## src/verilog/wqcf_pkg.sv

```systemverilog
// Shared constants, types and helpers for the queue configuration fields
`default_nettype none
package wqcf_pkg;

  // Register byte offsets inside the queue configuration block
  localparam logic [4:0]  OFS_MODE_XLAT  = 5'h08;
  localparam logic [4:0]  OFS_SIZE_LIM   = 5'h0C;
  localparam logic [4:0]  OFS_IRQ_ROUTE  = 5'h10;

  // Field positions
  localparam int unsigned POS_MODE       = 0;
  localparam int unsigned POS_BOF_EN     = 1;
  localparam int unsigned POS_ATS_DIS    = 2;
  localparam int unsigned POS_PRS_DIS    = 3;
  localparam int unsigned POS_XFER_LO    = 0;
  localparam int unsigned POS_XFER_HI    = 4;
  localparam int unsigned POS_BATCH_LO   = 5;
  localparam int unsigned POS_BATCH_HI   = 8;
  localparam int unsigned POS_HANDLE_LO  = 0;
  localparam int unsigned POS_HANDLE_HI  = 15;
  localparam int unsigned POS_TBL_SEL    = 16;

  // Reset values
  localparam logic        RST_MODE       = 1'h0;
  localparam logic        RST_BOF_EN     = 1'h0;
  localparam logic        RST_ATS_DIS    = 1'h0;
  localparam logic        RST_PRS_DIS    = 1'h0;
  localparam logic [4:0]  RST_XFER       = 5'h00;
  localparam logic [3:0]  RST_BATCH      = 4'h0;
  localparam logic        RST_TBL_SEL    = 1'h0;
  localparam logic [15:0] RST_HANDLE     = 16'h0000;

  // Queue state codes as software sees them
  localparam logic [1:0]  QSTATE_DISABLED = 2'h0;
  localparam logic [1:0]  QSTATE_ENABLED  = 2'h1;
  localparam logic [1:0]  QSTATE_DRAINING = 2'h2;

  // Enable check result codes
  localparam logic [1:0]  CHK_NONE       = 2'h0;
  localparam logic [1:0]  CHK_XFER_BAD   = 2'h1;
  localparam logic [1:0]  CHK_BATCH_BAD  = 2'h2;

  typedef enum {
    ST_DISABLED,
    ST_CHECKING,
    ST_ENABLED,
    ST_DRAINING
  } wqcf_state_t;

  // True when value is at most two raised to n
  function automatic logic wqcf_within_pow2(input logic [31:0] value,
                                            input logic [4:0]  n);
    return {1'h0, value} <= (33'h1 << n);
  endfunction

endpackage
`default_nettype wire

```

## src/verilog/wqcf_enable_check.sv

```systemverilog
// Size limit checks run when the queue is enabled
`timescale 1ns/1ns
`default_nettype none
module wqcf_enable_check
  import wqcf_pkg::*;
(
  // Clock and reset
  input  wire logic       core_clk,
  input  wire logic       arst_n,
  // Check request
  input  wire logic       check_start,
  // Programmed fields and device limits
  input  wire logic       batch_supported,
  input  wire logic [3:0] batch_field,
  input  wire logic [3:0] batch_max_sup,
  input  wire logic [4:0] xfer_field,
  input  wire logic [4:0] xfer_max_sup,
  // Result
  output logic            check_done,
  output logic            check_ok,
  output logic [1:0]      check_err
);

  logic xfer_bad;
  logic batch_bad;

  assign xfer_bad  = xfer_field > xfer_max_sup;
  assign batch_bad = batch_supported &&
                     (batch_field == 4'h0 || batch_field > batch_max_sup);

  always_ff @(posedge core_clk or negedge arst_n) begin
    if (!arst_n) begin
      check_done <= 1'h0;
      check_ok   <= 1'h0;
      check_err  <= CHK_NONE;
    end else begin
      check_done <= check_start;
      if (check_start) begin
        check_ok  <= !xfer_bad && !batch_bad;
        check_err <= xfer_bad ? CHK_XFER_BAD :
                     batch_bad ? CHK_BATCH_BAD : CHK_NONE;
      end
    end
  end

endmodule
`default_nettype wire

```

## src/verilog/wqcf_desc_policy.sv

```systemverilog
// Per-descriptor translation, fault and size decisions
`timescale 1ns/1ns
`default_nettype none
module wqcf_desc_policy
  import wqcf_pkg::*;
(
  // Clock and reset
  input  wire logic        core_clk,
  input  wire logic        arst_n,
  // Descriptor in
  input  wire logic        desc_valid,
  input  wire logic        desc_bof_flag,
  input  wire logic        desc_is_batch,
  input  wire logic [31:0] desc_xfer_size,
  input  wire logic [15:0] desc_batch_count,
  // Queue settings in effect
  input  wire logic        queue_enabled,
  input  wire logic        ats_allowed,
  input  wire logic        prs_allowed,
  input  wire logic        bof_allowed,
  input  wire logic [4:0]  xfer_limit,
  input  wire logic [3:0]  batch_limit,
  // Decision out
  output logic             res_valid,
  output logic             res_refused,
  output logic             res_use_ats,
  output logic             res_fault_block,
  output logic             res_size_ok
);

  logic block_d;
  logic size_ok_d;

  // Flag is ignored unless the queue allows blocking
  assign block_d = prs_allowed && bof_allowed && desc_bof_flag;
  assign size_ok_d = wqcf_within_pow2(desc_xfer_size, xfer_limit) &&
    (!desc_is_batch ||
     wqcf_within_pow2(32'(desc_batch_count), 5'(batch_limit)));

  always_ff @(posedge core_clk or negedge arst_n) begin
    if (!arst_n) begin
      res_valid       <= 1'h0;
      res_refused     <= 1'h0;
      res_use_ats     <= 1'h0;
      res_fault_block <= 1'h0;
      res_size_ok     <= 1'h0;
    end else begin
      res_valid <= desc_valid;
      if (desc_valid) begin
        res_refused     <= !queue_enabled;
        res_use_ats     <= ats_allowed;
        res_fault_block <= block_d;
        res_size_ok     <= size_ok_d;
      end
    end
  end

endmodule
`default_nettype wire

```

## src/verilog/wqcf_top.sv

```systemverilog
// Queue configuration fields, queue state and their effects
//
// Rules the document sets for this block
// PRS used per PCIe enable, BOF settings
// PRS disable set: never issue page requests
// No PRS support: disable bit reads zero
// Software keeps PRS disable zero without log
// ATS disable set overrides PCIe ATS enable
// No ATS support: disable bit reads zero
// BOF off: flag ignored, faults stop, report
// BOF on: descriptor flag picks fault handling
// BOF enable reserved without support or PRS
// Mode bit: zero shared, one dedicated
// Batch count limited to two power field
// Batch field nonzero, within max, checked
// Transfer size limited, field checked at enable
// Software picks smallest size limits needed
// Table bit: zero MSI-X, one message store
// Table bit and handle locked unless Disabled
// Software keeps table bit zero without INTERRUPT_MESSAGE_STORE
// No occupancy interrupt: route fields reserved
// Handle is index or requested handle
// State reads 00 Disabled, 01 Enabled
// Locked writes ignored; reads show values
`timescale 1ns/1ns
`default_nettype none
module wqcf_top
  import wqcf_pkg::*;
(
  // Clock and reset
  input  wire logic        core_clk,
  input  wire logic        arst_n,
  // Register access, full 32-bit words
  input  wire logic [4:0]  reg_addr,
  input  wire logic        reg_wr,
  input  wire logic [31:0] reg_wdata,
  input  wire logic        reg_rd,
  output logic [31:0]      reg_rdata,
  // Device capabilities
  input  wire logic        cap_prs_support,
  input  wire logic        cap_ats_support,
  input  wire logic        cap_bof_support,
  input  wire logic        cap_batch_support,
  input  wire logic [3:0]  cap_batch_max,
  input  wire logic [4:0]  cap_xfer_max,
  input  wire logic        cap_occ_irq_support,
  input  wire logic        cap_handle_request,
  // PCIe capability enables
  input  wire logic        pcie_prs_enable,
  input  wire logic        pcie_ats_enable,
  // Queue commands
  input  wire logic        enable_cmd,
  input  wire logic        disable_cmd,
  input  wire logic        drain_done,
  // Queue state
  output logic [1:0]       queue_state,
  output logic             enable_error,
  output logic [1:0]       enable_error_code,
  // Settings in effect
  output logic             queue_dedicated,
  output logic             use_ats,
  output logic             use_prs,
  output logic [4:0]       xfer_limit,
  output logic [3:0]       batch_limit,
  output logic             occ_irq_table_select,
  output logic [15:0]      occ_irq_handle,
  output logic             occ_irq_handle_direct,
  // Descriptor decisions
  input  wire logic        desc_valid,
  input  wire logic        desc_bof_flag,
  input  wire logic        desc_is_batch,
  input  wire logic [31:0] desc_xfer_size,
  input  wire logic [15:0] desc_batch_count,
  output logic             res_valid,
  output logic             res_refused,
  output logic             res_use_ats,
  output logic             res_fault_block,
  output logic             res_size_ok,
  // Page faults from the engine
  input  wire logic        page_fault,
  input  wire logic        page_fault_blocking,
  output logic             fault_stop_report,
  output logic             fault_page_request
);

  ////////////////////////////////////////////////////////////////////////////
  // Stored fields

  logic        mode_q;
  logic        bof_en_q;
  logic        ats_dis_q;
  logic        prs_dis_q;
  logic [4:0]  xfer_q;
  logic [3:0]  batch_q;
  logic        tbl_sel_q;
  logic [15:0] handle_q;

  wqcf_state_t state_q;
  wqcf_state_t state_d;

  logic        err_q;
  logic [1:0]  err_code_q;

  ////////////////////////////////////////////////////////////////////////////
  // Lock and write decode

  logic lock_open;
  logic hit_mode;
  logic hit_size;
  logic hit_route;
  logic wr_mode;
  logic wr_size;
  logic wr_route;

  // Every field here is held while the queue is anywhere but Disabled
  assign lock_open = (state_q == ST_DISABLED);
  assign hit_mode  = (reg_addr == OFS_MODE_XLAT);
  assign hit_size  = (reg_addr == OFS_SIZE_LIM);
  assign hit_route = (reg_addr == OFS_IRQ_ROUTE);
  assign wr_mode   = reg_wr && hit_mode && lock_open;
  assign wr_size   = reg_wr && hit_size && lock_open;
  assign wr_route  = reg_wr && hit_route && lock_open;

  ////////////////////////////////////////////////////////////////////////////
  // Values in effect, reserved bits forced to zero

  logic        prs_dis_eff;
  logic        ats_dis_eff;
  logic        bof_en_eff;
  logic [3:0]  batch_eff;
  logic        tbl_sel_eff;
  logic [15:0] handle_eff;
  logic        prs_allowed;
  logic        ats_allowed;

  assign prs_dis_eff = prs_dis_q && cap_prs_support;
  assign ats_dis_eff = ats_dis_q && cap_ats_support;
  // Also masked by PRS disable so a bad setting cannot block
  assign bof_en_eff  = bof_en_q && cap_bof_support && pcie_prs_enable &&
                       !prs_dis_eff;
  assign batch_eff   = cap_batch_support ? batch_q : 4'h0;
  assign tbl_sel_eff = tbl_sel_q && cap_occ_irq_support;
  assign handle_eff  = cap_occ_irq_support ? handle_q : 16'h0000;
  assign prs_allowed = pcie_prs_enable && !prs_dis_eff;
  assign ats_allowed = pcie_ats_enable && !ats_dis_eff;

  ////////////////////////////////////////////////////////////////////////////
  // Field registers

  always_ff @(posedge core_clk or negedge arst_n) begin
    if (!arst_n) begin
      mode_q    <= RST_MODE;
      bof_en_q  <= RST_BOF_EN;
      ats_dis_q <= RST_ATS_DIS;
      prs_dis_q <= RST_PRS_DIS;
    end else if (wr_mode) begin
      mode_q    <= reg_wdata[POS_MODE];
      bof_en_q  <= reg_wdata[POS_BOF_EN] && cap_bof_support;
      ats_dis_q <= reg_wdata[POS_ATS_DIS] && cap_ats_support;
      prs_dis_q <= reg_wdata[POS_PRS_DIS] && cap_prs_support;
    end
  end

  always_ff @(posedge core_clk or negedge arst_n) begin
    if (!arst_n) begin
      xfer_q  <= RST_XFER;
      batch_q <= RST_BATCH;
    end else if (wr_size) begin
      xfer_q  <= reg_wdata[POS_XFER_HI:POS_XFER_LO];
      batch_q <= reg_wdata[POS_BATCH_HI:POS_BATCH_LO];
    end
  end

  always_ff @(posedge core_clk or negedge arst_n) begin
    if (!arst_n) begin
      tbl_sel_q <= RST_TBL_SEL;
      handle_q  <= RST_HANDLE;
    end else if (wr_route && cap_occ_irq_support) begin
      tbl_sel_q <= reg_wdata[POS_TBL_SEL];
      handle_q  <= reg_wdata[POS_HANDLE_HI:POS_HANDLE_LO];
    end
  end

  ////////////////////////////////////////////////////////////////////////////
  // Read path

  logic [31:0] word_mode;
  logic [31:0] word_size;
  logic [31:0] word_route;
  logic [31:0] rd_mux;

  // Reads return what the logic is really using, except the BOF bit, which ignores PRS disable
  assign word_mode  = {28'h0000000, prs_dis_eff, ats_dis_eff,
                       bof_en_q && cap_bof_support && pcie_prs_enable,
                       mode_q};
  assign word_size  = {23'h000000, batch_eff, xfer_q};
  assign word_route = {15'h0000, tbl_sel_eff, handle_eff};
  // Unmapped offsets read zero
  assign rd_mux = hit_mode  ? word_mode  :
                  hit_size  ? word_size  :
                  hit_route ? word_route : 32'h00000000;

  always_ff @(posedge core_clk or negedge arst_n) begin
    if (!arst_n) begin
      reg_rdata <= 32'h00000000;
    end else if (reg_rd) begin
      reg_rdata <= rd_mux;
    end
  end

  ////////////////////////////////////////////////////////////////////////////
  // Enable checks

  logic       chk_start;
  logic       chk_done;
  logic       chk_ok;
  logic [1:0] chk_err;

  assign chk_start = (state_q == ST_DISABLED) && enable_cmd;

  wqcf_enable_check u_check (
    .core_clk        (core_clk),
    .arst_n          (arst_n),
    .check_start     (chk_start),
    .batch_supported (cap_batch_support),
    .batch_field     (batch_q),
    .batch_max_sup   (cap_batch_max),
    .xfer_field      (xfer_q),
    .xfer_max_sup    (cap_xfer_max),
    .check_done      (chk_done),
    .check_ok        (chk_ok),
    .check_err       (chk_err)
  );

  ////////////////////////////////////////////////////////////////////////////
  // Queue state machine

  always_comb begin
    state_d = state_q;
    case (state_q)
      ST_DISABLED: begin
        if (enable_cmd) begin
          state_d = ST_CHECKING;
        end
      end
      ST_CHECKING: begin
        if (chk_done) begin
          state_d = chk_ok ? ST_ENABLED : ST_DISABLED;
        end
      end
      ST_ENABLED: begin
        if (disable_cmd) begin
          state_d = ST_DRAINING;
        end
      end
      ST_DRAINING: begin
        if (drain_done) begin
          state_d = ST_DISABLED;
        end
      end
      default: begin
        state_d = ST_DISABLED;
      end
    endcase
  end

  logic [1:0] qstate_code;

  // Checking still reports Disabled; descriptors are refused until done
  assign qstate_code = (state_d == ST_ENABLED)  ? QSTATE_ENABLED  :
                       (state_d == ST_DRAINING) ? QSTATE_DRAINING :
                       QSTATE_DISABLED;

  always_ff @(posedge core_clk or negedge arst_n) begin
    if (!arst_n) begin
      state_q     <= ST_DISABLED;
      queue_state <= QSTATE_DISABLED;
    end else begin
      state_q     <= state_d;
      queue_state <= qstate_code;
    end
  end

  // Failed check flag; a new enable clears it, a failure sets it
  always_ff @(posedge core_clk or negedge arst_n) begin
    if (!arst_n) begin
      err_q      <= 1'h0;
      err_code_q <= CHK_NONE;
    end else if (chk_done && !chk_ok) begin
      err_q      <= 1'h1;
      err_code_q <= chk_err;
    end else if (chk_start) begin
      err_q      <= 1'h0;
      err_code_q <= CHK_NONE;
    end
  end

  assign enable_error      = err_q;
  assign enable_error_code = err_code_q;

  ////////////////////////////////////////////////////////////////////////////
  // Settings in effect, registered for the datapath

  always_ff @(posedge core_clk or negedge arst_n) begin
    if (!arst_n) begin
      queue_dedicated       <= 1'h0;
      use_ats               <= 1'h0;
      use_prs               <= 1'h0;
      xfer_limit            <= RST_XFER;
      batch_limit           <= RST_BATCH;
      occ_irq_table_select  <= RST_TBL_SEL;
      occ_irq_handle        <= RST_HANDLE;
      occ_irq_handle_direct <= 1'h0;
    end else begin
      queue_dedicated       <= mode_q;
      use_ats               <= ats_allowed;
      use_prs               <= prs_allowed;
      xfer_limit            <= xfer_q;
      batch_limit           <= batch_eff;
      occ_irq_table_select  <= tbl_sel_eff;
      occ_irq_handle        <= handle_eff;
      occ_irq_handle_direct <= !cap_handle_request;
    end
  end

  ////////////////////////////////////////////////////////////////////////////
  // Descriptor decisions

  wqcf_desc_policy u_policy (
    .core_clk         (core_clk),
    .arst_n           (arst_n),
    .desc_valid       (desc_valid),
    .desc_bof_flag    (desc_bof_flag),
    .desc_is_batch    (desc_is_batch),
    .desc_xfer_size   (desc_xfer_size),
    .desc_batch_count (desc_batch_count),
    .queue_enabled    (state_q == ST_ENABLED),
    .ats_allowed      (ats_allowed),
    .prs_allowed      (prs_allowed),
    .bof_allowed      (bof_en_eff),
    .xfer_limit       (xfer_q),
    .batch_limit      (batch_eff),
    .res_valid        (res_valid),
    .res_refused      (res_refused),
    .res_use_ats      (res_use_ats),
    .res_fault_block  (res_fault_block),
    .res_size_ok      (res_size_ok)
  );

  ////////////////////////////////////////////////////////////////////////////
  // Page fault handling

  logic fault_wait;

  // A blocking fault is only honoured while page requests are allowed
  assign fault_wait = page_fault_blocking && prs_allowed && bof_en_eff;

  always_ff @(posedge core_clk or negedge arst_n) begin
    if (!arst_n) begin
      fault_stop_report  <= 1'h0;
      fault_page_request <= 1'h0;
    end else begin
      fault_stop_report  <= page_fault && !fault_wait;
      fault_page_request <= page_fault && fault_wait;
    end
  end

endmodule
`default_nettype wire

```

## config.mk

```make
export PLATFORM = sky130hd
export DESIGN_NAME = wqcf_top
export DESIGN_NICKNAME = d
export VERILOG_FILES = /design/src/verilog/wqcf_pkg.sv /design/src/verilog/wqcf_enable_check.sv /design/src/verilog/wqcf_desc_policy.sv /design/src/verilog/wqcf_top.sv
export SDC_FILE = /design/constraint.sdc
export NUM_CORES = 1
export LEC_CHECK = 0
export BUFFER_PORTS_ARGS = -buffer_cell sky130_fd_sc_hd__buf_2
export CAP_MARGIN = 15
export CORE_MARGIN = 2
export CORE_UTILIZATION = 52
export CTS_CLUSTER_SIZE = 28
export DETAILED_ROUTE_END_ITERATION = 7
export HOLD_SLACK_MARGIN = 0.06
export PLACE_DENSITY = 0.81
export SYNTH_ARGS = -nofsm -noshare
export SYNTH_HDL_FRONTEND = slang
export SYNTH_SLANG_ARGS = --single-unit
```

## constraint.sdc

```tcl
create_clock -name core_clk -period 2.85 [get_ports core_clk]
set_input_delay 0.285 -clock core_clk [delete_from_list [all_inputs] [get_ports core_clk]]
set_output_delay 0.285 -clock core_clk [all_outputs]
set_load 0.02 [all_outputs]
```

; ---- Word-level counts from Yosys, hierarchy flattened
; Index checks and enable logic that the tools add are counted.
[totals]
word_cells = 109
regBits = 140
[op_classes]
mux = 19
order_cmp = 4
eq_ne = 9
n_reduce_logical = 44
n_shift = 2
[ops]
columns = cell, n
row1 = $mux 32, 4
row2 = $pmux 32 s4, 1
row3 = $eq 32x3->1 const B, 3
row4 = $eq 32x2->1 const B, 2
row5 = $logic_not 32->1, 2
row6 = $mux 17, 3
row7 = $le 16x33->1, 1
row8 = $le 32x33->1, 1
row9 = $shl 1x4->33 const A, 1
row10 = $shl 1x5->33 const A, 1
row11 = $eq 32x1->1 const B, 1
row12 = $logic_and 1x1->1, 29
row13 = $mux 16, 1
row14 = $mux 2, 7
row15 = $eq 5x4->1 const B, 2
row16 = $logic_not 1->1, 9
row17 = $eq 5x5->1 const B, 1
row18 = $gt 5x5->1, 1
row19 = $gt 4x4->1, 1
row20 = $logic_not 4->1, 1
row21 = $mux 4, 1
row22 = $logic_or 1x1->1, 2
row23 = $mux 1, 2
row24 = $reduce_bool 2->1, 1

; ---- Longest topological paths before layout
[logic_depth]
word_depth = 7
depth_mapped = 11
mapped_depth_nobuf = 11

; ---- Cells and area by module
; Synthesis repeated with hierarchy kept, for this count alone.
[unflattened]
cells_unflattened = 563
area_unflattened_um2 = 6159.7
[by_module_without_submodules]
columns = module, area_per_inst_um2, cells_each, n_inst
row1 = wqcf_top, 4245.3, 311, 1
row2 = wqcf_desc_policy, 1527.7, 209, 1
row3 = wqcf_enable_check, 386.6, 43, 1

; ---- Least setup slack after synthesis
; No wires, ideal clock.
[synth_path]
path_kind = flip-flop to flip-flop
start = register batch_q[1]
end = register u_policy.res_size_ok
t_arrival_ps = 2327
slack_ps = 446
synth_period_minus_slack_ps = 2404
path_stages_with_launch = 12
path_buffers = 1
cell_sequence = dfrtp_1 clkbuf_1 and2_1 and2_1 nand3_1 ha_1 a21o_1 a21o_1 a211o_1 a211oi_1 o22ai_1 a21oi_1
[synth_via]
elab_chain_cells = 5
[synth_lines]
columns = item, line_no
row1 = start: declaration, wqcf_top.sv:94  ; logic [3:0] batch_q;
row2 = start signal: assignment, wqcf_top.sv:170  ; batch_q <= reg_wdata[POS_BATCH_HI:POS_BATCH_LO];
row3 = $mux 4, wqcf_top.sv:141  ; assign batch_eff = cap_batch_support ? batch_q : 4'h0;
row4 = named net batch_eff[1], wqcf_top.sv:130  ; logic [3:0] batch_eff;
row5 = $shl 1x4->33, wqcf_pkg.sv:53  ; return {1'h0, value} <= (33'h1 << n);
row6 = $le 16x33->1, wqcf_pkg.sv:53
row7 = $logic_or 1x1->1, wqcf_desc_policy.sv:37  ; (!desc_is_batch ||
row8 = $logic_and 1x1->1, wqcf_desc_policy.sv:36  ; assign size_ok_d = wqcf_within_pow2(desc_xfer_size, xfer_limit) &&
row9 = end signal: assignment, wqcf_desc_policy.sv:53  ; res_size_ok <= size_ok_d;
row10 = end: declaration, wqcf_desc_policy.sv:28  ; output logic res_size_ok
; The timed path passes the listed nets, and every way through them passes these cells.
; A chain may end at the register's enable or synchronous reset.

; ---- Worst setup path after layout
[layout_path]
start = register batch_q[3]
end = register u_policy.res_size_ok
; Same word-level chain as after synthesis.

==> results.md <==
* Clk_lat worst skew at 410 ps
* Worst rel slew slack at 61.0%
* Post-synthesis sequential area ratio at 51.4%
* Iteration-0 DRC Markers at 295
* Final Skew at 9.02 ps
* Die Wd at 112 um
* # DRC at 0
* Critical path's slowest cell: dfrtp_1
* Via count at 4927
* TritonCTS clock tree: done
* First-pass GRT wire length at 24300 um
* Internal at 3.19 mW
* Maximum root-to-sink buffer count at 2
* Die Y at 112 um
* Placed insts at 888
* Crit path max fanout at 8
* H-Tree Depth at 4
* Switching pwr at 1.02 mW
* Worst slew pin tran at 585 ps
* Pin count of the biggest net entering global routing at 47
* Cells along the critical path: nand2_1 > inv_1 > nand3_1 > ha_1 > a21o_1 > a21oi_1 > o211ai_1 > a211oi_1 > o22ai_1 > a21oi_1
* RePlAce Congestion at 0.867
* Initial core utilization at 53.3%
* Critical path required time at 3170 ps
* Switching share of power at 24.3%
* Final Cycle Share at 88.2%
* Vias per cell at 5.34
* Reg2reg path depth at 10
* Final std cells w/o fill at 923
* Ys async rst share at 100%
* Share of cells above drive strength 1 at 30.1%
* DRT Pass-1 Iters at 5
* Core Region at 11400 um2
* Postcts setup bufs at 0
* Area post-placement at 7160 um2
* WHS at 108 ps
* Worst Hold Class: input pin to flop
* Crit path largest cell delay at 470 ps
* Vias in the first global route at 5057
* Layout area overhead at 27.5%
* Endpoints failing setup at 0
* Gate count of the mapped netlist at 564
* Initial antenna violation count at 0
* HPWL Detailed at 11300 um
* Status: complete, no violations
* TritonCTS Buffers at 17
* DR WL/cell at 15.9 um
* Routed wire length at 14700 um
* Final Instance Area at 7760 um2
* Clock group share of total power at 48.2%
* Clk root buf: clkbuf_16
* Yosys top cell area share at 51.4%
* Io pins at 188
* Total Routing Usage GR at 24.4%
* Power density over the cells at 543 nW/um2
* Combinational Power Share at 8.2%
* RSZ-0062 raised after global routing: false
* Syn_area_per_cell at 10.8 um2
* Port-buffer cells at 157
* Final Net Count at 938
* Antenna Nets Post-Route at 0
* Post-synth EDFFs at 0
* Synth Cell Area at 6090 um2
* Cell mode on critical path: a21oi_1
* Ys Warns at 0
* Grt ovf at 0
* CP Class: flop to flop
* Crit end category: flop
* Maxcap violations at 0
* Clock slew at reported path FFs at 60 ps
* Synthesized flop and latch total at 125
* CTS sink cnt at 125
* Sequential power share at 43.6%
* Fmax at 398 MHz
* Netlist cell types at 48
* Ys flop type: dfrtp_1
* Peak VDD IR at 0.000435 V
* Flop2flop setup slack at 340 ps
* Fin Setup TNS at 0 ps
* Final slew viol count at 0
* Num rows at 39
* Leakage Power at 4.02 nW
* Minimum clock period at 2510 ps
* # fillers at 854
* Antenna cells at 0
* Largest area contributor in the netlist: dfrtp_1
* Die ar. at 12600 um2
* Top post-synthesis cells by area: dfrtp_1 (51%), ha_1 (12%), mux2_2 (4.8%)
* Arr. time, crit path at 2830 ps
* Startpoint types: flop
* Final hold violation count at 0
* Hold depth at 2
==> cells in the mapped netlist, types with 3 or more instances <==
| cell | instances |
|---|---|
| a22oi_1 | 5 |
| clkbuf_1 | 15 |
| dfrtp_1 | 125 |
| o21ai_0 | 21 |
| o21a_1 | 5 |
| nor3b_1 | 5 |
| nor3_1 | 5 |
| and3_1 | 5 |
| buf_4 | 17 |
| a211oi_1 | 3 |
| nor2_1 | 25 |
| or4_1 | 3 |
| nand4_1 | 12 |
| nand2_1 | 55 |
| inv_1 | 31 |
| mux2_2 | 26 |
| nor4_1 | 6 |
| and4_1 | 3 |
| a21boi_0 | 4 |
| and2_1 | 26 |
| a21oi_1 | 28 |
| nor2b_1 | 9 |
| o31ai_1 | 4 |
| nand3_1 | 28 |
| a21o_1 | 11 |
| ha_1 | 57 |
| a221oi_1 | 3 |
==> timing repair <==
action                                 in CTS  in global routing
setup endpoints to repair                   0                  0
endpoints found under the hold margin      41                  0
gates resized for setup                     0                  0
hold buffers                                3                  0
==> per-layer routing <==
layer	up-vias	part of all wire, %	GRT usage (%)
li1	2342	-	-
met1	2374	41	30.5
met2	186	51	41.1
met3	25	6.7	5.94
met4	0	1.7	9.76
met5	-	0	0
==> cells in the final DEF (no fill, tap or decap), drive strengths merged, types with 3 or more instances in the layout <==
master	instances
ha	57
nor2b	9
nor4	6
and3	5
nand2	55
a21o	11
buf	172
or4	4
and2	26
clkinvlp	4
a221oi	3
conb	45
o21ai	21
clkinv	4
dfrtp	125
a211oi	3
nor3b	5
o21a	5
dlygate4sd3	3
nand3	29
a21boi	4
mux2	27
a21oi	28
o31ai	4
nor2	25
and4	3
inv	37
nor3	6
a22oi	5
clkbuf	18
nand4	12
==> path summary, 6_finish.rpt <==
kind	endpoint	from
max in group asynchronous	occ_irq_handle[9]	arst_n
min in group asynchronous	enable_error_code[0]	arst_n
worst min-delay path	handle_q[11]	reg_wdata[11]
worst max-delay path	u_policy.res_size_ok	batch_q[3]
worst min register to register	queue_dedicated	mode_q
worst max register to register	u_policy.res_size_ok	batch_q[3]
==> power groups by stage <==
stage,registers [mW],clock network (mW),logic (mW)
4_1_cts,1.84,2.06,0.345
3_3_place_gp,1.86,0,0.322
3_5_place_dp,1.87,0,0.339
5_1_grt,1.84,2.15,0.389
2_1_floorplan,1.89,0,0.152
6_report,1.84,2.03,0.344
==> cell type report <==
class / instances / area [um2] / share of cell area, %
flip-flops and latches: 125 / 3130 / 40.3
inverters: 32 / 120 / 1.55
well taps: 143 / 179 / 2.30
clock buffers: 18 / 439 / 5.66
clock inverters: 14 / 134 / 1.72
multi-input cells: 416 / 2810 / 36.2
repair buffers: 175 / 956 / 12.3
==> sequential cells by signal (all words and copies together), names as in the netlist, 2 cells and up <==
register	cells
xfer_q	5
state_q	32
enable_error_code	2
occ_irq_handle	16
u_check.check_err	2
batch_q	4
xfer_limit	5
handle_q	16
batch_limit	4
reg_rdata	17
queue_state	2
==> worst max-delay path, delay by kind of cell (launching register included) <==
| family | cells | cell delay, ps |
|---|---|---|
| flip-flops | 1 | 470 |
| buffers and inverters | 1 | 230 |
| AO/OA/AOI/OAI | 6 | 1080 |
| adder cells (fa/ha/maj) | 1 | 340 |
| AND/OR/NAND/NOR | 2 | 310 |
==> logic make-up after synthesis <==
group,synth area share (%)
simple gates,16.4
flops,51.4
compound gates,9.83
buf+inv,5.22
fa+ha+maj,11.7
mux,5.36
other cells,0.0616
==> per-stage QoR <==
| step | power [mW] | setup slack [ps] | utilization, % |
|---|---|---|---|
| 5_1_grt | 4.38 | 143 | 68.0 |
| 4_1_cts | 4.24 | 340 | 68.0 |
| 3_3_place_gp | 2.19 | 389 | 62.7 |
| 6_report | 4.21 | 337 | 68.0 |
| 3_5_place_dp | 2.21 | 340 | 62.7 |
| 2_1_floorplan | 2.04 | 446 | - |
Power figures use the tool's default switching activity.
